===== src/hw/tec_pkg.sv =====
// ==========================================
// shared constants and types
`default_nettype none
package tec_pkg;

  localparam int CNT_W = 32;
  localparam int N_CH  = 4;
  localparam int N_PIN = 4;

  localparam logic [CNT_W-1:0] CNT_RST = 32'h0000_0000;
  localparam logic             EXT_RST = 1'h0;

  typedef enum logic [1:0] {
    TEC_MODE_TIMER = 2'h0,
    TEC_MODE_RISE  = 2'h1,
    TEC_MODE_FALL  = 2'h2,
    TEC_MODE_BOTH  = 2'h3
  } tec_mode_e;

  typedef enum logic [1:0] {
    TEC_EXT_KEEP   = 2'h0,
    TEC_EXT_LOW    = 2'h1,
    TEC_EXT_HIGH   = 2'h2,
    TEC_EXT_TOGGLE = 2'h3
  } tec_ext_e;

  // gray along idle -> run -> halt
  typedef enum logic [1:0] {
    TEC_ST_IDLE = 2'h0,
    TEC_ST_RUN  = 2'h1,
    TEC_ST_HALT = 2'h3
  } tec_run_e;

endpackage : tec_pkg
`default_nettype wire


===== src/hw/tec_match_unit.sv =====
`timescale 1ns/1ps
`default_nettype none
// ==========================================
// one match channel: compare and output action
module tec_match_unit #(
  parameter int W = tec_pkg::CNT_W
) (
  // clock and reset
  input  wire logic         mclk,
  input  wire logic         rstn,
  // compare
  input  wire logic [W-1:0] cnt,
  input  wire logic [W-1:0] mr,
  input  wire logic         step,
  input  wire logic [1:0]   act,
  // results
  output logic              hit,
  output logic              ext_r
);

  logic ext_nxt;

  assign hit = step && (cnt == mr);

  always_comb begin
    ext_nxt = ext_r;
    if (hit) begin
      case (tec_pkg::tec_ext_e'(act))
        tec_pkg::TEC_EXT_LOW:    ext_nxt = 1'h0;
        tec_pkg::TEC_EXT_HIGH:   ext_nxt = 1'h1;
        tec_pkg::TEC_EXT_TOGGLE: ext_nxt = ~ext_r;
        default:                 ext_nxt = ext_r;
      endcase
    end
  end

  always_ff @(posedge mclk or negedge rstn) begin
    if (!rstn) ext_r <= tec_pkg::EXT_RST;
    else       ext_r <= ext_nxt;
  end
endmodule : tec_match_unit
`default_nettype wire


===== src/hw/tec_capture_unit.sv =====
`timescale 1ns/1ps
`default_nettype none
// ==========================================
// one capture channel: edge detect and snapshot
module tec_capture_unit #(
  parameter int W = tec_pkg::CNT_W
) (
  // clock and reset
  input  wire logic         mclk,
  input  wire logic         rstn,
  // input and config
  input  wire logic         sig,
  input  wire logic         rise_en,
  input  wire logic         fall_en,
  input  wire logic [W-1:0] cnt,
  // results
  output logic              rise_p,
  output logic              fall_p,
  output logic              evt,
  output logic [W-1:0]      cap_r
);

  logic prev_r;

  // one sample per clock; faster input loses edges
  always_ff @(posedge mclk or negedge rstn) begin
    if (!rstn) prev_r <= 1'h0;
    else       prev_r <= sig;
  end

  assign rise_p = sig && !prev_r;
  assign fall_p = !sig && prev_r;
  assign evt    = (rise_p && rise_en) || (fall_p && fall_en);

  always_ff @(posedge mclk or negedge rstn) begin
    if (!rstn)    cap_r <= W'(tec_pkg::CNT_RST);
    else if (evt) cap_r <= cnt;
  end
endmodule : tec_capture_unit
`default_nettype wire


===== src/hw/tec_top.sv =====
`timescale 1ns/1ps
`default_nettype none
module tec_top #(
  parameter int CNT_W = tec_pkg::CNT_W,
  parameter int N_CH  = tec_pkg::N_CH,
  parameter int N_PIN = tec_pkg::N_PIN,
  parameter int SEL_W = $clog2(tec_pkg::N_CH)
) (
  // clock and reset
  input  wire logic                        mclk,
  input  wire logic                        rstn,
  // counter control
  input  wire logic                        cnt_en,
  input  wire logic                        cnt_clr,
  input  wire logic [1:0]                  cnt_mode,
  input  wire logic [SEL_W-1:0]            src_sel,
  input  wire logic [CNT_W-1:0]            presc_limit,
  // match configuration
  input  wire logic [N_CH-1:0][CNT_W-1:0]  match_val,
  input  wire logic [N_CH-1:0]             match_irq_en,
  input  wire logic [N_CH-1:0]             match_stop_en,
  input  wire logic [N_CH-1:0]             match_rst_en,
  input  wire logic [N_CH-1:0][1:0]        ext_act,
  // capture configuration
  input  wire logic [N_CH-1:0]             cap_rise_en,
  input  wire logic [N_CH-1:0]             cap_fall_en,
  input  wire logic [N_CH-1:0]             cap_irq_en,
  input  wire logic [N_CH-1:0][N_PIN-1:0]  cap_route,
  input  wire logic [N_CH-1:0]             cap_and,
  // match pin routing
  input  wire logic [N_PIN-1:0][N_CH-1:0]  mat_route,
  input  wire logic [N_PIN-1:0]            mat_and,
  // pins
  input  wire logic [N_PIN-1:0]            cap_pin,
  output logic      [N_PIN-1:0]            mat_pin_r,
  // interrupt flags
  input  wire logic [2*N_CH-1:0]           irq_clr,
  output logic      [2*N_CH-1:0]           irq_flags_r,
  output logic                             irq_r,
  // status
  output logic      [CNT_W-1:0]            count_r,
  output logic      [CNT_W-1:0]            presc_r,
  output logic      [N_CH-1:0][CNT_W-1:0]  cap_val,
  output logic      [N_CH-1:0]             ext_match,
  output logic      [1:0]                  run_state
);

  // ==========================================
  // elaboration checks
  if (CNT_W < 2 || CNT_W > 32) begin : g_bad_w
    $error("CNT_W must be 2..32");
  end
  if (N_CH < 2 || N_PIN < 1 || SEL_W != $clog2(N_CH)) begin : g_bad_n
    $error("N_CH, N_PIN or SEL_W out of range");
  end

  // ==========================================
  // declarations
  tec_pkg::tec_run_e      state_r, state_nxt;
  logic [N_CH-1:0]        ch_sig;
  logic [N_CH-1:0]        rise_p, fall_p, cap_evt;
  logic [N_CH-1:0]        hit;
  logic                   src_evt, tick, step, at_lim;
  logic                   any_stop, any_rst;
  logic [2*N_CH-1:0]      flags_nxt;
  logic [N_PIN-1:0]       mat_pin_nxt;
  logic                   running;

  assign running   = (state_r == tec_pkg::TEC_ST_RUN);
  assign run_state = state_r;

  // ==========================================
  // capture routing and channels
  for (genvar i = 0; i < N_CH; i++) begin : g_cap
    assign ch_sig[i] = cap_and[i]
      ? ((&(cap_pin | ~cap_route[i])) && (|cap_route[i]))
      : (|(cap_pin & cap_route[i]));

    tec_capture_unit #(.W(CNT_W)) u_tec_capture_unit (
      .mclk    (mclk),
      .rstn    (rstn),
      .sig     (ch_sig[i]),
      .rise_en (cap_rise_en[i]),
      .fall_en (cap_fall_en[i]),
      .cnt     (count_r),
      .rise_p  (rise_p[i]),
      .fall_p  (fall_p[i]),
      .evt     (cap_evt[i]),
      .cap_r   (cap_val[i])
    );
  end

  // ==========================================
  // count source
  // every clock in timer mode, else one selected input as event clock
  always_comb begin
    case (tec_pkg::tec_mode_e'(cnt_mode))
      tec_pkg::TEC_MODE_TIMER: src_evt = 1'h1;
      tec_pkg::TEC_MODE_RISE:  src_evt = rise_p[src_sel];
      tec_pkg::TEC_MODE_FALL:  src_evt = fall_p[src_sel];
      tec_pkg::TEC_MODE_BOTH:  src_evt = rise_p[src_sel] || fall_p[src_sel];
      default:                 src_evt = 1'h0;
    endcase
  end

  assign tick   = running && src_evt;
  // a limit lowered below the count wraps at once
  assign at_lim = (presc_r >= presc_limit);
  assign step   = tick && at_lim;

  always_ff @(posedge mclk or negedge rstn) begin
    if (!rstn)        presc_r <= CNT_W'(tec_pkg::CNT_RST);
    else if (cnt_clr) presc_r <= CNT_W'(tec_pkg::CNT_RST);
    else if (tick)    presc_r <= at_lim ? CNT_W'(tec_pkg::CNT_RST) : presc_r + 1'h1;
  end

  // ==========================================
  // match channels
  for (genvar i = 0; i < N_CH; i++) begin : g_mat
    tec_match_unit #(.W(CNT_W)) u_tec_match_unit (
      .mclk  (mclk),
      .rstn  (rstn),
      .cnt   (count_r),
      .mr    (match_val[i]),
      .step  (step),
      .act   (ext_act[i]),
      .hit   (hit[i]),
      .ext_r (ext_match[i])
    );
  end

  assign any_stop = |(hit & match_stop_en);
  assign any_rst  = |(hit & match_rst_en);

  // ==========================================
  // main counter
  always_ff @(posedge mclk or negedge rstn) begin
    if (!rstn) begin
      count_r <= CNT_W'(tec_pkg::CNT_RST);
    end else if (cnt_clr) begin
      count_r <= CNT_W'(tec_pkg::CNT_RST);
    end else if (any_rst) begin
      count_r <= CNT_W'(tec_pkg::CNT_RST);
    end else if (any_stop) begin
      count_r <= count_r;
    end else if (step) begin
      count_r <= count_r + 1'h1;
    end
  end

  // ==========================================
  // run control
  always_comb begin
    state_nxt = state_r;
    case (state_r)
      tec_pkg::TEC_ST_IDLE: if (cnt_en) state_nxt = tec_pkg::TEC_ST_RUN;
      tec_pkg::TEC_ST_RUN: begin
        if (!cnt_en)       state_nxt = tec_pkg::TEC_ST_IDLE;
        else if (any_stop) state_nxt = tec_pkg::TEC_ST_HALT;
      end
      tec_pkg::TEC_ST_HALT: if (!cnt_en) state_nxt = tec_pkg::TEC_ST_IDLE;
      default: state_nxt = tec_pkg::TEC_ST_IDLE;
    endcase
  end

  always_ff @(posedge mclk or negedge rstn) begin
    if (!rstn) state_r <= tec_pkg::TEC_ST_IDLE;
    else       state_r <= state_nxt;
  end

  // ==========================================
  // interrupt flags
  // match flag, set wins over clear
  always_comb begin
    flags_nxt = irq_flags_r & ~irq_clr;
    flags_nxt[N_CH-1:0]      = flags_nxt[N_CH-1:0] | (hit & match_irq_en);
    flags_nxt[2*N_CH-1:N_CH] = flags_nxt[2*N_CH-1:N_CH] | (cap_evt & cap_irq_en);
  end

  always_ff @(posedge mclk or negedge rstn) begin
    if (!rstn) irq_flags_r <= '0;
    else       irq_flags_r <= flags_nxt;
  end

  always_ff @(posedge mclk or negedge rstn) begin
    if (!rstn) irq_r <= 1'h0;
    else       irq_r <= |flags_nxt;
  end

  // ==========================================
  // match pin routing
  // broadcast, OR or AND onto pins
  always_comb begin
    for (int p = 0; p < N_PIN; p++) begin
      mat_pin_nxt[p] = mat_and[p]
        ? ((&(ext_match | ~mat_route[p])) && (|mat_route[p]))
        : (|(ext_match & mat_route[p]));
    end
  end

  always_ff @(posedge mclk or negedge rstn) begin
    if (!rstn) mat_pin_r <= '0;
    else       mat_pin_r <= mat_pin_nxt;
  end
endmodule : tec_top
`default_nettype wire


===== config.mk =====
export PLATFORM = sky130hd
export DESIGN_NAME = tec_top
export DESIGN_NICKNAME = d
export VERILOG_FILES = /design/src/hw/tec_pkg.sv /design/src/hw/tec_match_unit.sv /design/src/hw/tec_capture_unit.sv /design/src/hw/tec_top.sv
export SDC_FILE = /design/constraint.sdc
export NUM_CORES = 1
export LEC_CHECK = 0
export BUFFER_PORTS_ARGS = -buffer_cell sky130_fd_sc_hd__clkbuf_2
export CAP_MARGIN = 0
export CORE_AREA = 2 2 205 207
export CTS_BUF_LIST = sky130_fd_sc_hd__clkbuf_16
export CTS_CLUSTER_SIZE = 25
export DETAILED_ROUTE_END_ITERATION = 10
export DIE_AREA = 0 0 207 209
export PLACE_DENSITY_LB_ADDON = 0.25
export SLEW_MARGIN = 5
export SYNTH_ARGS = -nofsm -noshare
export SYNTH_HDL_FRONTEND = slang
export SYNTH_SLANG_ARGS = --single-unit
export TNS_END_PERCENT = 30

===== constraint.sdc =====
create_clock -name mclk -period 3.3 [get_ports mclk]
set_clock_uncertainty 0.2 [all_clocks]
set_input_delay 0.165 -clock mclk [delete_from_list [all_inputs] [get_ports mclk]]
set_output_delay 0.165 -clock mclk [all_outputs]
set_load 0.01 [all_outputs]

==> flow_summary_export.csv <==
group,metric,value,unit
grt,grt_pass1_vias,11700,
outcome,outcome,"complete, no violations",
timing,tns,0,ns
logic_synthesis,seq_area_frac_synth,44.2,%
timing,slew_violations,0,
final_layout,syn_to_final_growth,41.0,%
drt,drt-initial-drc-count,597,
logic_synthesis,synth.cell_area,12200,um2
worst_setup_path,crit_fanout,32,
worst_setup_path,end_kind,"flop",
drt,final_antenna_net_count,0,
worst_setup_path,critical_path_class,"reg -> reg",
final_layout,drive_gt1_share,42.7,%
grt,globalRouteOverflowTotal,0,
logic_synthesis,synth_area_leaders,"dfrtp_1 (44%), mux2_2 (11%), xnor2_1 (9.7%)",
pwr,p_int,4.75,mW
worst_setup_path,cp-start-kind,"flop",
final_layout,fillers,4072,
floorplanning,die-area,43300,um2
logic_synthesis,syn_nets,1461,
timing,fmax,315,MHz
pwr,p_switching,1.65,mW
grt,grt_max_degree,85,
pwr,p_leak,8.62,nW
grt,grt_usage,21.6,%
final_layout,finish.utilization,41.5,%
pwr,power_frac_clock,45.1,%
drt,drc,0,
worst_setup_path,critPathRequiredTime,3.51,ns
drt,firstDrtPassIters,5,
timing,tightestPinTransition,0.727,ns
final_layout,layout_commonest_cell,"clkbuf_2",
logic_synthesis,synth_area_per_cell,10.3,um2
place,port_buffers,462,
place,dpl.hpwl,37100,um
drt,drt_wl_total,48600,um
clock_network,cts_root_buf,"clkbuf_16",
floorplanning,num_io_pins,463,
grt,grt_pass1_wl,72000,um
pwr,p_per_area,373,nW/um2
worst_setup_path,cp.arrival,3.39,ns
drt,wl_per_cell,21.1,um
logic_synthesis,ys_warn_count,0,
floorplanning,die_w,207,um
clock_network,cts_tree,"done",
logic_synthesis,synth_top_cell_area_share,44.2,%
timing,setup_violations,0,
floorplanning,start_util,29.5,%
timing,final-hold-violation-count,0,
floorplanning,core,41300,um2
pwr,ir_drop,0.299,mV
worst_setup_path,worstReg2RegStart,"count_r[28]$_DFFE_PN0P_",
drt,via_count,11600,
clock_network,numCtsBuffers,27,
logic_synthesis,async_flop_share,100,%
logic_synthesis,synth_cells,1175,
final_layout,layout_common_cells,"clkbuf_2 (461), dfrtp_1 (210), xnor2_1 (134)",
logic_synthesis,synth_edf_count,0,
timing,rsz0062_at_grt,"false",
clock_network,htreeDepth,1,
timing,period_share,96.3,%
logic_synthesis,synth-seq-cells,215,
floorplanning,rows,75,
pwr,comb_power_share,13.1,%
pwr,seqPwrFrac,41.8,%
hold_path,hold_class,"in -> async",
timing,whs,0.00188,ns
clock_network,clock_sinks,215,
grt,antenna_found_initial,2,
clock_network,clk_pin_slew_worst_paths,0.06,ns
place,gp_congestion,0.921,
floorplanning,die_height,209,um
logic_synthesis,synth_cell_types,66,
logic_synthesis,synth_top_area_cell,"dfrtp_1",
final_layout,nets,2028,
timing,period_needed,3.18,ns
logic_synthesis,synth_flop_cell,"dfrtp_1",
flow_run,drv_cap,0,
drt,vias_per_cell,5.04,
clock_network,cts_buffer_depth,3,
timing,slew_headroom,51.1,%
worst_setup_path,startpoint,"count_r[28]$_DFFE_PN0P_",
pwr,swShare,25.8,%
clock_network,clk_latency,0.55,ns
cell families after synthesis:
kind of cell	Yosys count	share of synthesized area (%)
multiplexers	117	10.8
adder cells (fa/ha/maj)	34	3.50
flip-flops	215	44.2
XOR/XNOR	136	9.80
AO/OA/AOI/OAI	219	13.0
AND/OR/NAND/NOR	306	13.8
buffers and inverters	148	4.76
per-stage QoR:
step / setup slack [ns] / area [um2] / total power [mW] / std cells
3_5_place_dp: -0.336 / 15800 / 3.52 / 2205
2_1_floorplan: 0.141 / 12200 / 3.09 / 1175
6_report: 0.124 / 17100 / 6.40 / 2301
3_3_place_gp: -0.263 / 15800 / 3.51 / 2205
5_1_grt: 0.0303 / 17100 / 6.64 / 2300
4_1_cts: 0.00509 / 17000 / 6.48 / 2295
what timing repair did:
item,in CTS,in global routing
gates cloned,0,0
gates resized for setup,3,13
pin swaps,0,5
hold buffers,45,0
setup buffers,0,2
setup endpoints to repair,56,44
endpoints found under the hold margin,219,0
path summary, 6_finish.rpt:
check	slack (ns)	cells past startpoint	endpoint
worst min register to register	0.28	2	g_cap[3].u_tec_capture_unit.cap_r[11]$_DFFE_PN0N_
worst min-delay path	0.002	2	g_cap[2].u_tec_capture_unit.cap_r[11]$_DFFE_PN0N_
worst max-delay path	0.12	10	count_r[12]$_DFFE_PN0P_
min in group mclk	0.03	6	run_state[1]$_DFFE_PN0P_
max in group asynchronous	2.06	3	irq_flags_r[7]$_DFF_PN0_
worst max register to register	0.12	10	count_r[12]$_DFFE_PN0P_
critical path, stage by stage, from the launching register on:
cell      delay (ns)
dfrtp_1         0.57
xnor2_1         0.35
nand4_1         0.13
nor4_1          0.54
buf_4           0.23
and2_1          0.16
a32oi_1         0.07
a311oi_1        0.31
or2_2           0.19
buf_12          0.19
a21oi_1         0.07
power groups by stage:
stage	clock network [mW]	logic, mW	registers (mW)
6_report	2.89	0.838	2.67
5_1_grt	3.05	0.915	2.67
4_1_cts	2.96	0.851	2.67
3_5_place_dp	0	0.797	2.72
3_3_place_gp	0	0.788	2.72
2_1_floorplan	0	0.365	2.73
state kept, by name (all words and copies together), names as in the netlist:
register and flops:
g_cap.u_tec_capture_unit.cap_r 128, presc_r 32, count_r 32, irq_flags_r 8, g_cap.u_tec_capture_unit.prev_r 4, mat_pin_r 4, irq_r 1, run_state 2
g_mat.u_tec_match_unit.ext_r 4
cells in the mapped netlist, drive strengths merged, types with 21 or more instances:
cell,n
a21oi,54
nand3,48
dfrtp,215
inv,72
clkbuf,60
o21ai,40
nand4,51
mux2,116
nor2,23
ha,34
xnor2,134
nand2,65
a31oi,21
layer usage:
layer / part of all wire (%) / up-vias / GRT usage [%]
met2: 49 / 416 / 37.0
li1: - / 5365 / -
met5: 0 / - / 0
met1: 41 / 5741 / 26.9
met4: 2.6 / 0 / 6.53
met3: 6.7 / 81 / 5.29
cell type report:
| class | instances | area (um2) | area share, % |
|---|---|---|---|
| timing repair buffer | 614 | 3660 | 21.4 |
| inverter | 72 | 270 | 1.58 |
| multi-input combinational | 812 | 6310 | 36.8 |
| sequential | 215 | 5390 | 31.4 |
| clock buffer | 27 | 676 | 3.94 |
| antenna | 4 | 10.0 | 0.0584 |
| clock inverter | 18 | 160 | 0.934 |
| tap | 539 | 674 | 3.93 |
(Power assumes the default switching activity.)
